===== config.mk =====
export PLATFORM = sky130hd
export DESIGN_NAME = ast_uart
export DESIGN_NICKNAME = d
export VERILOG_FILES = /design/src/logic/ast_pkg.sv /design/src/logic/ast_uart.sv
export VERILOG_INCLUDE_DIRS = /design/src /design/src/logic
export SDC_FILE = /design/constraint.sdc
export NUM_CORES = 1
export LEC_CHECK = 0
export BUFFER_PORTS_ARGS = -buffer_cell sky130_fd_sc_hd__buf_2
export CAP_MARGIN = 20
export CELL_PAD_IN_SITES_DETAIL_PLACEMENT = 0
export CELL_PAD_IN_SITES_GLOBAL_PLACEMENT = 1
export CORE_MARGIN = 5
export CORE_UTILIZATION = 43
export CTS_CLUSTER_DIAMETER = 30
export DETAILED_ROUTE_END_ITERATION = 8
export GPL_ROUTABILITY_DRIVEN = 1
export PLACE_DENSITY_LB_ADDON = 0.25
export REMOVE_ABC_BUFFERS = 1
export SETUP_SLACK_MARGIN = 0.1
export SLEW_MARGIN = 20
export SYNTH_ARGS = -nofsm -noshare
export SYNTH_HDL_FRONTEND = slang
export SYNTH_SLANG_ARGS = --single-unit

===== constraint.sdc =====
create_clock -name ref_clk -period 2.4 [get_ports ref_clk]
set_input_delay 0.24 -clock ref_clk [delete_from_list [all_inputs] [get_ports ref_clk]]
set_output_delay 0.24 -clock ref_clk [all_outputs]
set_load 0.005 [all_outputs]

===== src/logic/ast_regs.svh =====
`ifndef AST_REGS_SVH
`define AST_REGS_SVH
`define AST_ADR_MODE 8'h00
`define AST_ADR_STAT 8'h04
`define AST_ADR_BAUD 8'h08
`define AST_ADR_TXD 8'h0C
`define AST_ADR_RXD 8'h10
`define AST_ADR_FLAG 8'h14
`define AST_MODE_TXE 7
`define AST_MODE_RXE 6
`define AST_MODE_CL 3
`define AST_MODE_SL 2
`define AST_MODE_WMASK 8'hFC
`define AST_MODE_RST 8'h00
`define AST_BAUD_RST 4'h0
`define AST_BAUD_EXT 4'h8
`define AST_ERR_PE 2
`define AST_ERR_FE 1
`define AST_ERR_OVE 0
`define AST_FLAG_TXDONE 0
`define AST_OVS 16
`define AST_HALF 8
`endif


===== src/logic/ast_pkg.sv =====
package ast_pkg;
  typedef enum logic [1:0] {
    PAR_NONE = 2'h0,
    PAR_ZERO = 2'h1,
    PAR_ODD = 2'h2,
    PAR_EVEN = 2'h3
  } ast_par_t;
  typedef enum logic [2:0] {
    TX_IDLE = 3'h0, TX_START = 3'h1, TX_DATA = 3'h2,
    TX_PAR = 3'h3, TX_STOP1 = 3'h4, TX_STOP2 = 3'h5
  } ast_tx_st_t;
  typedef enum logic [2:0] {
    RX_IDLE = 3'h0, RX_START = 3'h1, RX_DATA = 3'h2,
    RX_PAR = 3'h3, RX_STOP = 3'h4
  } ast_rx_st_t;
  typedef struct packed {
    logic cyc; logic stb; logic we;
    logic [7:0] adr; logic [3:0] sel; logic [31:0] dat;
  } ast_wb_req_t;
  typedef struct packed {
    logic ack; logic [31:0] dat;
  } ast_wb_rsp_t;
  typedef struct packed {
    logic [7:0] mode; logic [3:0] baud; logic [7:0] pre; logic ext_q;
    ast_tx_st_t tst; logic [3:0] tcnt; logic [2:0] tbit; logic [7:0] tsh;
    logic tpar; logic txd; logic tflag; logic tirq;
    ast_rx_st_t rst; logic [3:0] rcnt; logic [2:0] rbit; logic [7:0] rsh;
    logic rpar; logic [7:0] rbuf; logic [2:0] rerr; logic rfull; logic rirq;
    logic ack; logic [31:0] dat;
  } ast_state_t;
endpackage


===== src/logic/ast_uart.sv =====
// Local design decisions: the register offsets and register access over Wishbone.
`timescale 1ns/10ps
`default_nettype none
`include "ast_regs.svh"
module ast_uart #(
  parameter int OVS = `AST_OVS,
  parameter int HALF = `AST_HALF
) (
  input wire logic ref_clk, // 100 MHz clock
  input wire logic rstn, // Async reset, active low
  input wire ast_pkg::ast_wb_req_t wb_req, // Wishbone request
  output var ast_pkg::ast_wb_rsp_t wb_rsp, // Wishbone answer
  input wire logic serial_rx_pin, // Serial data in
  input wire logic ext_baud_clock_pin, // External 16x clock
  output logic serial_tx_pin, // Serial data out
  output logic tx_done_irq, // Transmit done pulse
  output logic rx_done_irq // Receive done pulse
);
  ast_pkg::ast_state_t s_q;
  ast_pkg::ast_state_t s_d;
  ast_pkg::ast_par_t par;
  logic [3:0] n;
  logic [7:0] mask;
  logic tick;
  logic acc;
  logic wr;
  logic rd;
  logic char8;
  logic [7:0] tdat;
  logic traw;
  logic tpar_new;
  logic tx_load;
  logic rdone;
  logic pe;
  logic [2:0] tlast;

  assign par = ast_pkg::ast_par_t'(s_q.mode[5:4]);
  assign char8 = s_q.mode[`AST_MODE_CL];
  assign tlast = char8 ? 3'h7 : 3'h6;
  // A sixteenth-bit tick every 2^n cycles, n = select + 1.
  assign n = s_q.baud + 4'h1;
  assign mask = 8'hFF >> (4'h8 - n);
  always_comb begin
    if (s_q.baud == `AST_BAUD_EXT) begin
      tick = ext_baud_clock_pin & ~s_q.ext_q;
    end else if (s_q.baud < `AST_BAUD_EXT) begin
      tick = (s_q.pre & mask) == mask;
    end else begin
      tick = 1'b0;
    end
  end

  assign acc = wb_req.cyc & wb_req.stb & ~s_q.ack;
  assign wr = acc & wb_req.we & wb_req.sel[0];
  assign rd = acc & ~wb_req.we;
  // With a 7-bit character, bit 7 is dropped before it can reach the line.
  assign tdat = char8 ? wb_req.dat[7:0] : {1'b0, wb_req.dat[6:0]};
  assign traw = ^tdat;
  always_comb begin
    unique case (par)
      ast_pkg::PAR_EVEN: tpar_new = traw;
      ast_pkg::PAR_ODD: tpar_new = ~traw;
      ast_pkg::PAR_ZERO: tpar_new = 1'b0;
      ast_pkg::PAR_NONE: tpar_new = 1'b0;
    endcase
  end
  assign tx_load = wr && wb_req.adr == `AST_ADR_TXD &&
    s_q.mode[`AST_MODE_TXE] && s_q.tst == ast_pkg::TX_IDLE;
  assign rdone = s_q.mode[`AST_MODE_RXE] && s_q.rst == ast_pkg::RX_STOP &&
    tick && s_q.rcnt == 4'(OVS - 1);
  always_comb begin
    unique case (par)
      ast_pkg::PAR_EVEN: pe = ^{s_q.rsh, s_q.rpar};
      ast_pkg::PAR_ODD: pe = ~^{s_q.rsh, s_q.rpar};
      ast_pkg::PAR_ZERO: pe = 1'b0;
      ast_pkg::PAR_NONE: pe = 1'b0;
    endcase
  end

  always_comb begin
    s_d = s_q;
    s_d.pre = s_q.pre + 8'h01;
    s_d.ext_q = ext_baud_clock_pin;
    s_d.tirq = 1'b0;
    s_d.rirq = 1'b0;
    s_d.ack = acc;
    s_d.dat = 32'h0;
    if (wr) begin
      unique case (wb_req.adr)
        `AST_ADR_MODE: s_d.mode = wb_req.dat[7:0] & `AST_MODE_WMASK;
        `AST_ADR_BAUD: s_d.baud = wb_req.dat[7:4];
        `AST_ADR_FLAG: begin
          if (wb_req.dat[`AST_FLAG_TXDONE]) begin
            s_d.tflag = 1'b0;
          end
        end
        default: begin
        end
      endcase
    end
    if (rd) begin
      unique case (wb_req.adr)
        `AST_ADR_MODE: s_d.dat = {24'h0, s_q.mode};
        `AST_ADR_STAT: s_d.dat = {29'h0, s_q.rerr};
        `AST_ADR_BAUD: s_d.dat = {24'h0, s_q.baud, 4'h0};
        `AST_ADR_RXD: begin
          s_d.dat = {24'h0, s_q.rbuf};
          s_d.rerr = 3'h0;
          s_d.rfull = 1'b0;
        end
        `AST_ADR_FLAG: begin
          s_d.dat = {29'h0, s_q.tst != ast_pkg::TX_IDLE, s_q.rfull, s_q.tflag};
        end
        default: s_d.dat = 32'h0;
      endcase
    end

    // Transmitter; each bit lasts OVS ticks.
    if (!s_q.mode[`AST_MODE_TXE]) begin
      s_d.tst = ast_pkg::TX_IDLE;
      s_d.txd = 1'b1;
    end else begin
      unique case (s_q.tst)
        ast_pkg::TX_IDLE: begin
          if (tx_load) begin
            s_d.tst = ast_pkg::TX_START;
            s_d.tsh = tdat;
            s_d.tpar = tpar_new;
            s_d.tcnt = 4'h0;
            s_d.txd = 1'b0;
          end
        end
        default: begin
          if (tick) begin
            s_d.tcnt = s_q.tcnt + 4'h1;
            if (s_q.tcnt == 4'(OVS - 1)) begin
              s_d.tcnt = 4'h0;
              unique case (s_q.tst)
                ast_pkg::TX_START: begin
                  s_d.tst = ast_pkg::TX_DATA;
                  s_d.tbit = 3'h0;
                  s_d.txd = s_q.tsh[0];
                end
                ast_pkg::TX_DATA: begin
                  s_d.tsh = s_q.tsh >> 1;
                  s_d.tbit = s_q.tbit + 3'h1;
                  s_d.txd = s_q.tsh[1];
                  if (s_q.tbit == tlast) begin
                    if (par == ast_pkg::PAR_NONE) begin
                      s_d.tst = ast_pkg::TX_STOP1;
                      s_d.txd = 1'b1;
                    end else begin
                      s_d.tst = ast_pkg::TX_PAR;
                      s_d.txd = s_q.tpar;
                    end
                  end
                end
                ast_pkg::TX_PAR: begin
                  s_d.tst = ast_pkg::TX_STOP1;
                  s_d.txd = 1'b1;
                end
                ast_pkg::TX_STOP1: begin
                  if (s_q.mode[`AST_MODE_SL]) begin
                    s_d.tst = ast_pkg::TX_STOP2;
                  end else begin
                    s_d.tst = ast_pkg::TX_IDLE;
                    s_d.tirq = 1'b1;
                    s_d.tflag = 1'b1;
                  end
                end
                default: begin
                  s_d.tst = ast_pkg::TX_IDLE;
                  s_d.txd = 1'b1;
                  s_d.tirq = 1'b1;
                  s_d.tflag = 1'b1;
                end
              endcase
            end
          end
        end
      endcase
    end

    // Receiver; an abort leaves buffer and status exactly as they were.
    if (!s_q.mode[`AST_MODE_RXE]) begin
      s_d.rst = ast_pkg::RX_IDLE;
    end else if (tick) begin
      s_d.rcnt = s_q.rcnt + 4'h1;
      unique case (s_q.rst)
        ast_pkg::RX_IDLE: begin
          if (!serial_rx_pin) begin
            s_d.rst = ast_pkg::RX_START;
            s_d.rcnt = 4'h0;
          end
        end
        ast_pkg::RX_START: begin
          if (s_q.rcnt == 4'(HALF - 1)) begin
            s_d.rcnt = 4'h0;
            s_d.rbit = 3'h0;
            s_d.rsh = 8'h00;
            s_d.rst = serial_rx_pin ? ast_pkg::RX_IDLE : ast_pkg::RX_DATA;
          end
        end
        ast_pkg::RX_DATA: begin
          if (s_q.rcnt == 4'(OVS - 1)) begin
            s_d.rcnt = 4'h0;
            s_d.rsh[s_q.rbit] = serial_rx_pin;
            s_d.rbit = s_q.rbit + 3'h1;
            if (s_q.rbit == tlast) begin
              s_d.rst = (par == ast_pkg::PAR_NONE) ?
                ast_pkg::RX_STOP : ast_pkg::RX_PAR;
            end
          end
        end
        ast_pkg::RX_PAR: begin
          if (s_q.rcnt == 4'(OVS - 1)) begin
            s_d.rcnt = 4'h0;
            s_d.rpar = serial_rx_pin;
            s_d.rst = ast_pkg::RX_STOP;
          end
        end
        ast_pkg::RX_STOP: begin
          // Only the first stop bit is looked at.
          if (rdone) begin
            s_d.rst = ast_pkg::RX_IDLE;
            s_d.rbuf = s_q.rsh;
            s_d.rirq = 1'b1;
            s_d.rfull = 1'b1;
            s_d.rerr[`AST_ERR_PE] = pe;
            s_d.rerr[`AST_ERR_FE] = ~serial_rx_pin;
            s_d.rerr[`AST_ERR_OVE] = s_q.rfull && !(rd && wb_req.adr == `AST_ADR_RXD);
          end
        end
        default: s_d.rst = ast_pkg::RX_IDLE;
      endcase
    end
  end

  always_ff @(posedge ref_clk or negedge rstn) begin
    if (!rstn) begin
      s_q <= '0;
      s_q.txd <= 1'b1;
    end else begin
      s_q <= s_d;
    end
  end

  assign wb_rsp = {s_q.ack, s_q.dat};
  assign serial_tx_pin = s_q.txd;
  assign tx_done_irq = s_q.tirq;
  assign rx_done_irq = s_q.rirq;
endmodule
`default_nettype wire


---- Yosys cells after proc, flatten, opt, wreduce, memory -nomap -nowiden ----
Cells that the tools add are included.
storage, ports and cells
  register bits ........................... 106
  bits of input ports ..................... 51
  output and inout port bits .............. 36
  logic and storage cells ................. 180
cells by class
  add/sub/neg operators ................... 7
  magnitude comparators ................... 3
  equality and inequality tests ........... 38
  shift-type cells ........................ 1
  mux-type cells .......................... 57
  bitwise gates (word level) .............. 13
  reductions and logical operators ........ 38
operators by type and width
  kind                                                 number
  2-to-1 mux 18 bit                                    4
  case mux 8 bit (5 select lines)                      1
  2-to-1 mux 32 bit                                    1
  2-to-1 mux 8 bit                                     4
  2-to-1 mux 7 bit                                     4
  2-to-1 mux 3 bit                                     9
  2-to-1 mux 13 bit                                    2
  != test 3 bit, second input constant                 8
  case mux 11 bit (2 select lines)                     1
  equality test 8 x 4 -> 1 bit, second input constant  2
  equality test 8 x 5 -> 1 bit, second input constant  2
  case mux 4 bit (4 select lines)                      1
  AND reduction 4 bit                                  4
  case mux 3 bit (5 select lines)                      1
  AND reduction 5 bit                                  3
  2-to-1 mux 1 bit                                     13
  adder 4 x 1 -> 4 bit, second input constant          3
  equality test 3 x 2 -> 1 bit, second input constant  4
  equality test 4 bit, second input constant           3
  case mux 3 bit (4 select lines)                      1
  2-to-1 mux 10 bit                                    1
  nonzero test 2 bit                                   5
  logical AND 1 bit                                    9
  case mux 1 bit (3 select lines)                      3
  other kinds (42)                                     68

---- Depth between registers and ports, before layout ----
  depth in word-level cells ............... 13
  mapped depth ............................ 8

---- Worst setup path after synthesis ----
No wires, ideal clock.
  path kind ............................... reg-to-reg
  from .................................... register s_q[87] (netlist name)
  to ...................................... register s_q[41] (netlist name)
  library setup time ...................... 0.127 ns
  arrival ................................. 1.953 ns
  required time ........................... 2.273 ns
  setup slack ............................. 0.319 ns
  cell stages (with the launch flop) ...... 7
  clock period less this slack ............ 2.081 ns
  path through ............................ dfrtp_1 nand2b_4 a2111oi_4 o2111ai_2 nor4_4 buf_6 mux2_1
between the ends
  word-level cells in the longest chain between the ends .. 6
RTL lines
  item                               RTL line        source
  start: declaration                 ast_uart.sv:19  ast_pkg::ast_state_t s_q;
  inverter 1 bit (*)                 ast_uart.sv:45  tick = ext_baud_clock_pin & ~s_q.ext_q;
  AND 1 bit (*)                      ast_uart.sv:45
  2-to-1 mux 1 bit (*)               ast_uart.sv:44  if (s_q.baud == `AST_BAUD_EXT) begin
  logical AND 1 bit (2 in series)    ast_uart.sv:69  assign rdone = s_q.mode[`AST_MODE_RXE] && s_q.rst == ast_pkg::RX_STOP &&
  AND reduction 4 bit (no line) (*)  --
Every way passes the cells marked *; elsewhere a longest branch is shown, timed or not.
A chain may end at the register's enable or synchronous reset.

---- Worst setup path after layout ----
  from .................................... register s_q[87] (netlist name)
  to ...................................... register s_q[46] (netlist name)
between the ends
  word-level cells in the longest chain between the ends .. 4
RTL lines
  item                           RTL line
  inverter 1 bit                 ast_uart.sv:45
  AND 1 bit                      ast_uart.sv:45
  2-to-1 mux 1 bit               ast_uart.sv:44
  AND reduction 4 bit (no line)  --
No other way between the ends.

==> impl_metrics.toml <==
[synthesis]
synth_area_leader_cell = "dfrtp_1"
ys_ff_latch = 82
synthTopCellsByArea = "dfrtp_1 (44%), mux2_2 (6.8%), buf_4 (5.4%)"
muxShareOfSynthArea_pct = 9.18
synthAdderAreaFrac_pct = 1.35
ys.flop_type = "dfrtp_1"
yosys.area_share.xor_xnor_pct = 4.74
synth_top_family_by_area = "compound AO/OA/AOI/OAI gates"
synth_area_um2 = 4620
syn_area_per_cell_um2 = 10.4
synth_top_area_share_pct = 43.9
synth-async-reset-ratio_pct = 100
synth.distinct_cells = 69
synth_cells = 444
synth-edff-count = 0
synthSimpleGateAreaFrac_pct = 14.8
yosysSeqAreaShare_pct = 44.4
synth_compound_area_share_pct = 17.1
yosys_warnings = 0

[grt]
grt.total_usage_pct = 16.4
grt_use_met2_pct = 27.5
grt_max_degree = 47
grt_pass1_wl_mm = 17.3
busiest_layer = "met2"
grt-ovfl-total = 0
grt_use_met3_pct = 3.82
grt_pass1_vias = 3458
antenna_found_initial = 0
grtUsageMet1_pct = 21.9

[floorplan]
die_y_um = 114
die_area_um2 = 12900
core_um2 = 10400
die_w_um = 114
ioPinCount = 87
rows = 37
initial_utilization_pct = 44.4

[clock_network]
clock_sinks = 82
root_buffer = "clkbuf_8"
cts.path.max_buffers = 2
htree_levels = 3
clock_latency_ns = 0.35
clkTransAtPathRegs_ns = 0.09
cts_buffers = 9
cts_tree = "yes"

[power]
p_total_uw = 2610
powerDensity_nw_per_um2 = 505
leakage_uw = 0.00238
peakVddDrop_v = 0.000374

[timing]
setup_violations = 0
hold_violations = 0
fmaxAchievable_mhz = 455
final.setup_skew_ns = 0.0119
min_period_ns = 2.20
setup_ws_ns = 0.203
period_share_pct = 91.5
fin_hold_ws_ns = 0.0511
fin_tns_setup_ns = 0
slew_viol_final = 0
maxSlewHeadroom_pct = 57.4
tightest_slew_ns = 0.638
grt_setup_unrepaired = "no"

[layout]
drive_gt1_share_pct = 24.7
final_core_util_pct = 49.7
nNetsFinal = 542
synthToLayoutAreaGrowth_pct = 12.0
n_antenna_cell = 0

[placed_design]
portBuffers = 35
post-place-ws_ns = 0.116
gp_congestion = 0.824
dpl.hpwl_mm = 7.56

[critical_path]
cp_common_cell = "and3_1"
worst_path_largest_cell_delay_ns = 0.38
worst_path_max_delay_cell = "a2111oi_4"
cp.buffers_inverters = 0
start_kind = "flop"
critical_path_class = "reg -> reg"
end_kind = "flop"
cp_data_required_time_ns = 2.65
path_max_fanout = 8
cp_cell_sequence = "nand2b_4, a2111oi_4, o2111a_2, and3_1, and3_1, mux2_2"
cp_top_family = "compound AO/OA/AOI/OAI gates"
critPathArrivalTime_ns = 2.44
r2r_setup_slack_ns = 0.20

[route]
via_per_inst = 5.47
routedWlPerCell_um = 16.4
ant_nets = 0
drc = 0
first_iter_violations = 260
num_vias = 3424
drtPass1Iterations = 4
wirelength_mm = 10.3

[status]
outcome = "completed"

[job]
drv_cap = 0

[min_path]
hp-class = "in -> reg"
## per-stage QoR
stage / cells / instance area, µm²
CTS: 625 / 5150
global placement: 607 / 4910
finish: 626 / 5170
detailed placement: 607 / 4910
global route: 626 / 5170
floorplan: 414 / 4380
## placed cells by master, fill, tap and decap left out, drive strengths merged, types with 9 or more instances in the layout
cell type,Yosys,layout
buf,35,60
clkbuf,18,10
o21ai,28,28
a22o,11,11
mux2,33,33
inv,12,12
nand2,31,31
dfrtp,81,81
nor2,24,24
a21oi,9,9
conb,1,24
nand3,17,17
xnor2,23,23
## Yosys cell counts, drive strengths merged, types with 4 or more instances
library cell	n
nor4	5
nand4	5
buf	35
a21o	4
o41ai	6
xnor2	23
dfrtp	81
clkbuf	18
and3	7
nor2	24
nand3	17
inv	12
o2111ai	4
a22oi	6
a31oi	7
nand2b	7
nor3	8
ha	5
o21ai	28
o22ai	4
nand2	31
nor2b	4
a22o	11
mux2	33
a21oi	9
## worst reg2reg max path, cell delays in order, from the launching register on
cell and delay [ns]:
dfrtp_1 0.37, nand2b_4 0.14, a2111oi_4 0.38, o2111a_2 0.34, and3_1 0.33, and3_1 0.21, mux2_2 0.32
## cell families after synthesis
| logic type | count (synthesis) |
|---|---|
| compound gates | 105 |
| buf+inv | 66 |
| other cells | 1 |
| mux | 37 |
| flops | 82 |
| xor+xnor | 25 |
| fa+ha+maj | 5 |
| simple gates | 123 |
## power breakdown
part | leakage, µW | internal [µW] | switching (µW) | total, µW
sequential | 0.00111 | 1380 | 4.42 | 1390
combinational | 0.00117 | 51.4 | 88.5 | 140
clock | 0.0000984 | 579 | 503 | 1080
## final cells by class
type                    count  area, µm²
fillers                   968       5240
multi-input cells         319       2290
flip-flops and latches     82       2050
repair buffers             61        404
well taps                 136        170
clock buffers              10        128
clock inverters             5       80.1
inverters                  13       48.8
## flip-flops by register name, summed over array words and instances, names as in the netlist
register	cells
char8	1
par	2
rx_done_irq	1
s_q	67
serial_tx_pin	1
tx_done_irq	1
wb_rsp	9
## path summary, 6_finish.rpt
kind / start / end / cells past startpoint
min: ext_baud_clock_pin / s_q[87]$_DFF_PN0_ / 1
min reg2reg: s_q[95]$_DFF_PN0_ / s_q[95]$_DFF_PN0_ / 1
max: s_q[87]$_DFF_PN0_ / s_q[46]$_DFFE_PN0P_ / 6
max reg2reg: s_q[87]$_DFF_PN0_ / s_q[46]$_DFFE_PN0P_ / 6
max in group asynchronous: rstn / s_q[106]$_DFFE_PN0P_ / 3
min in group asynchronous: rstn / s_q[77]$_DFFE_PN0P_ / 2
## per-layer routing
layer / wire length (µm) / vias up
met4: 71 / 0
met1: 4770 / 1701
li1: - / 1657
met2: 4990 / 59
met5: 0 / -
met3: 433 / 7
## repair_timing
item / CTS / global route
pin swaps: 0 / 2
hold buffers: 1 / 0
hold endpoints to repair: 44 / 0
setup endpoints to repair: 1 / 17
gates resized for setup: 0 / 11
buffers inserted: 2 / 1
No activity file was read; power rests on OpenSTA's default activity.
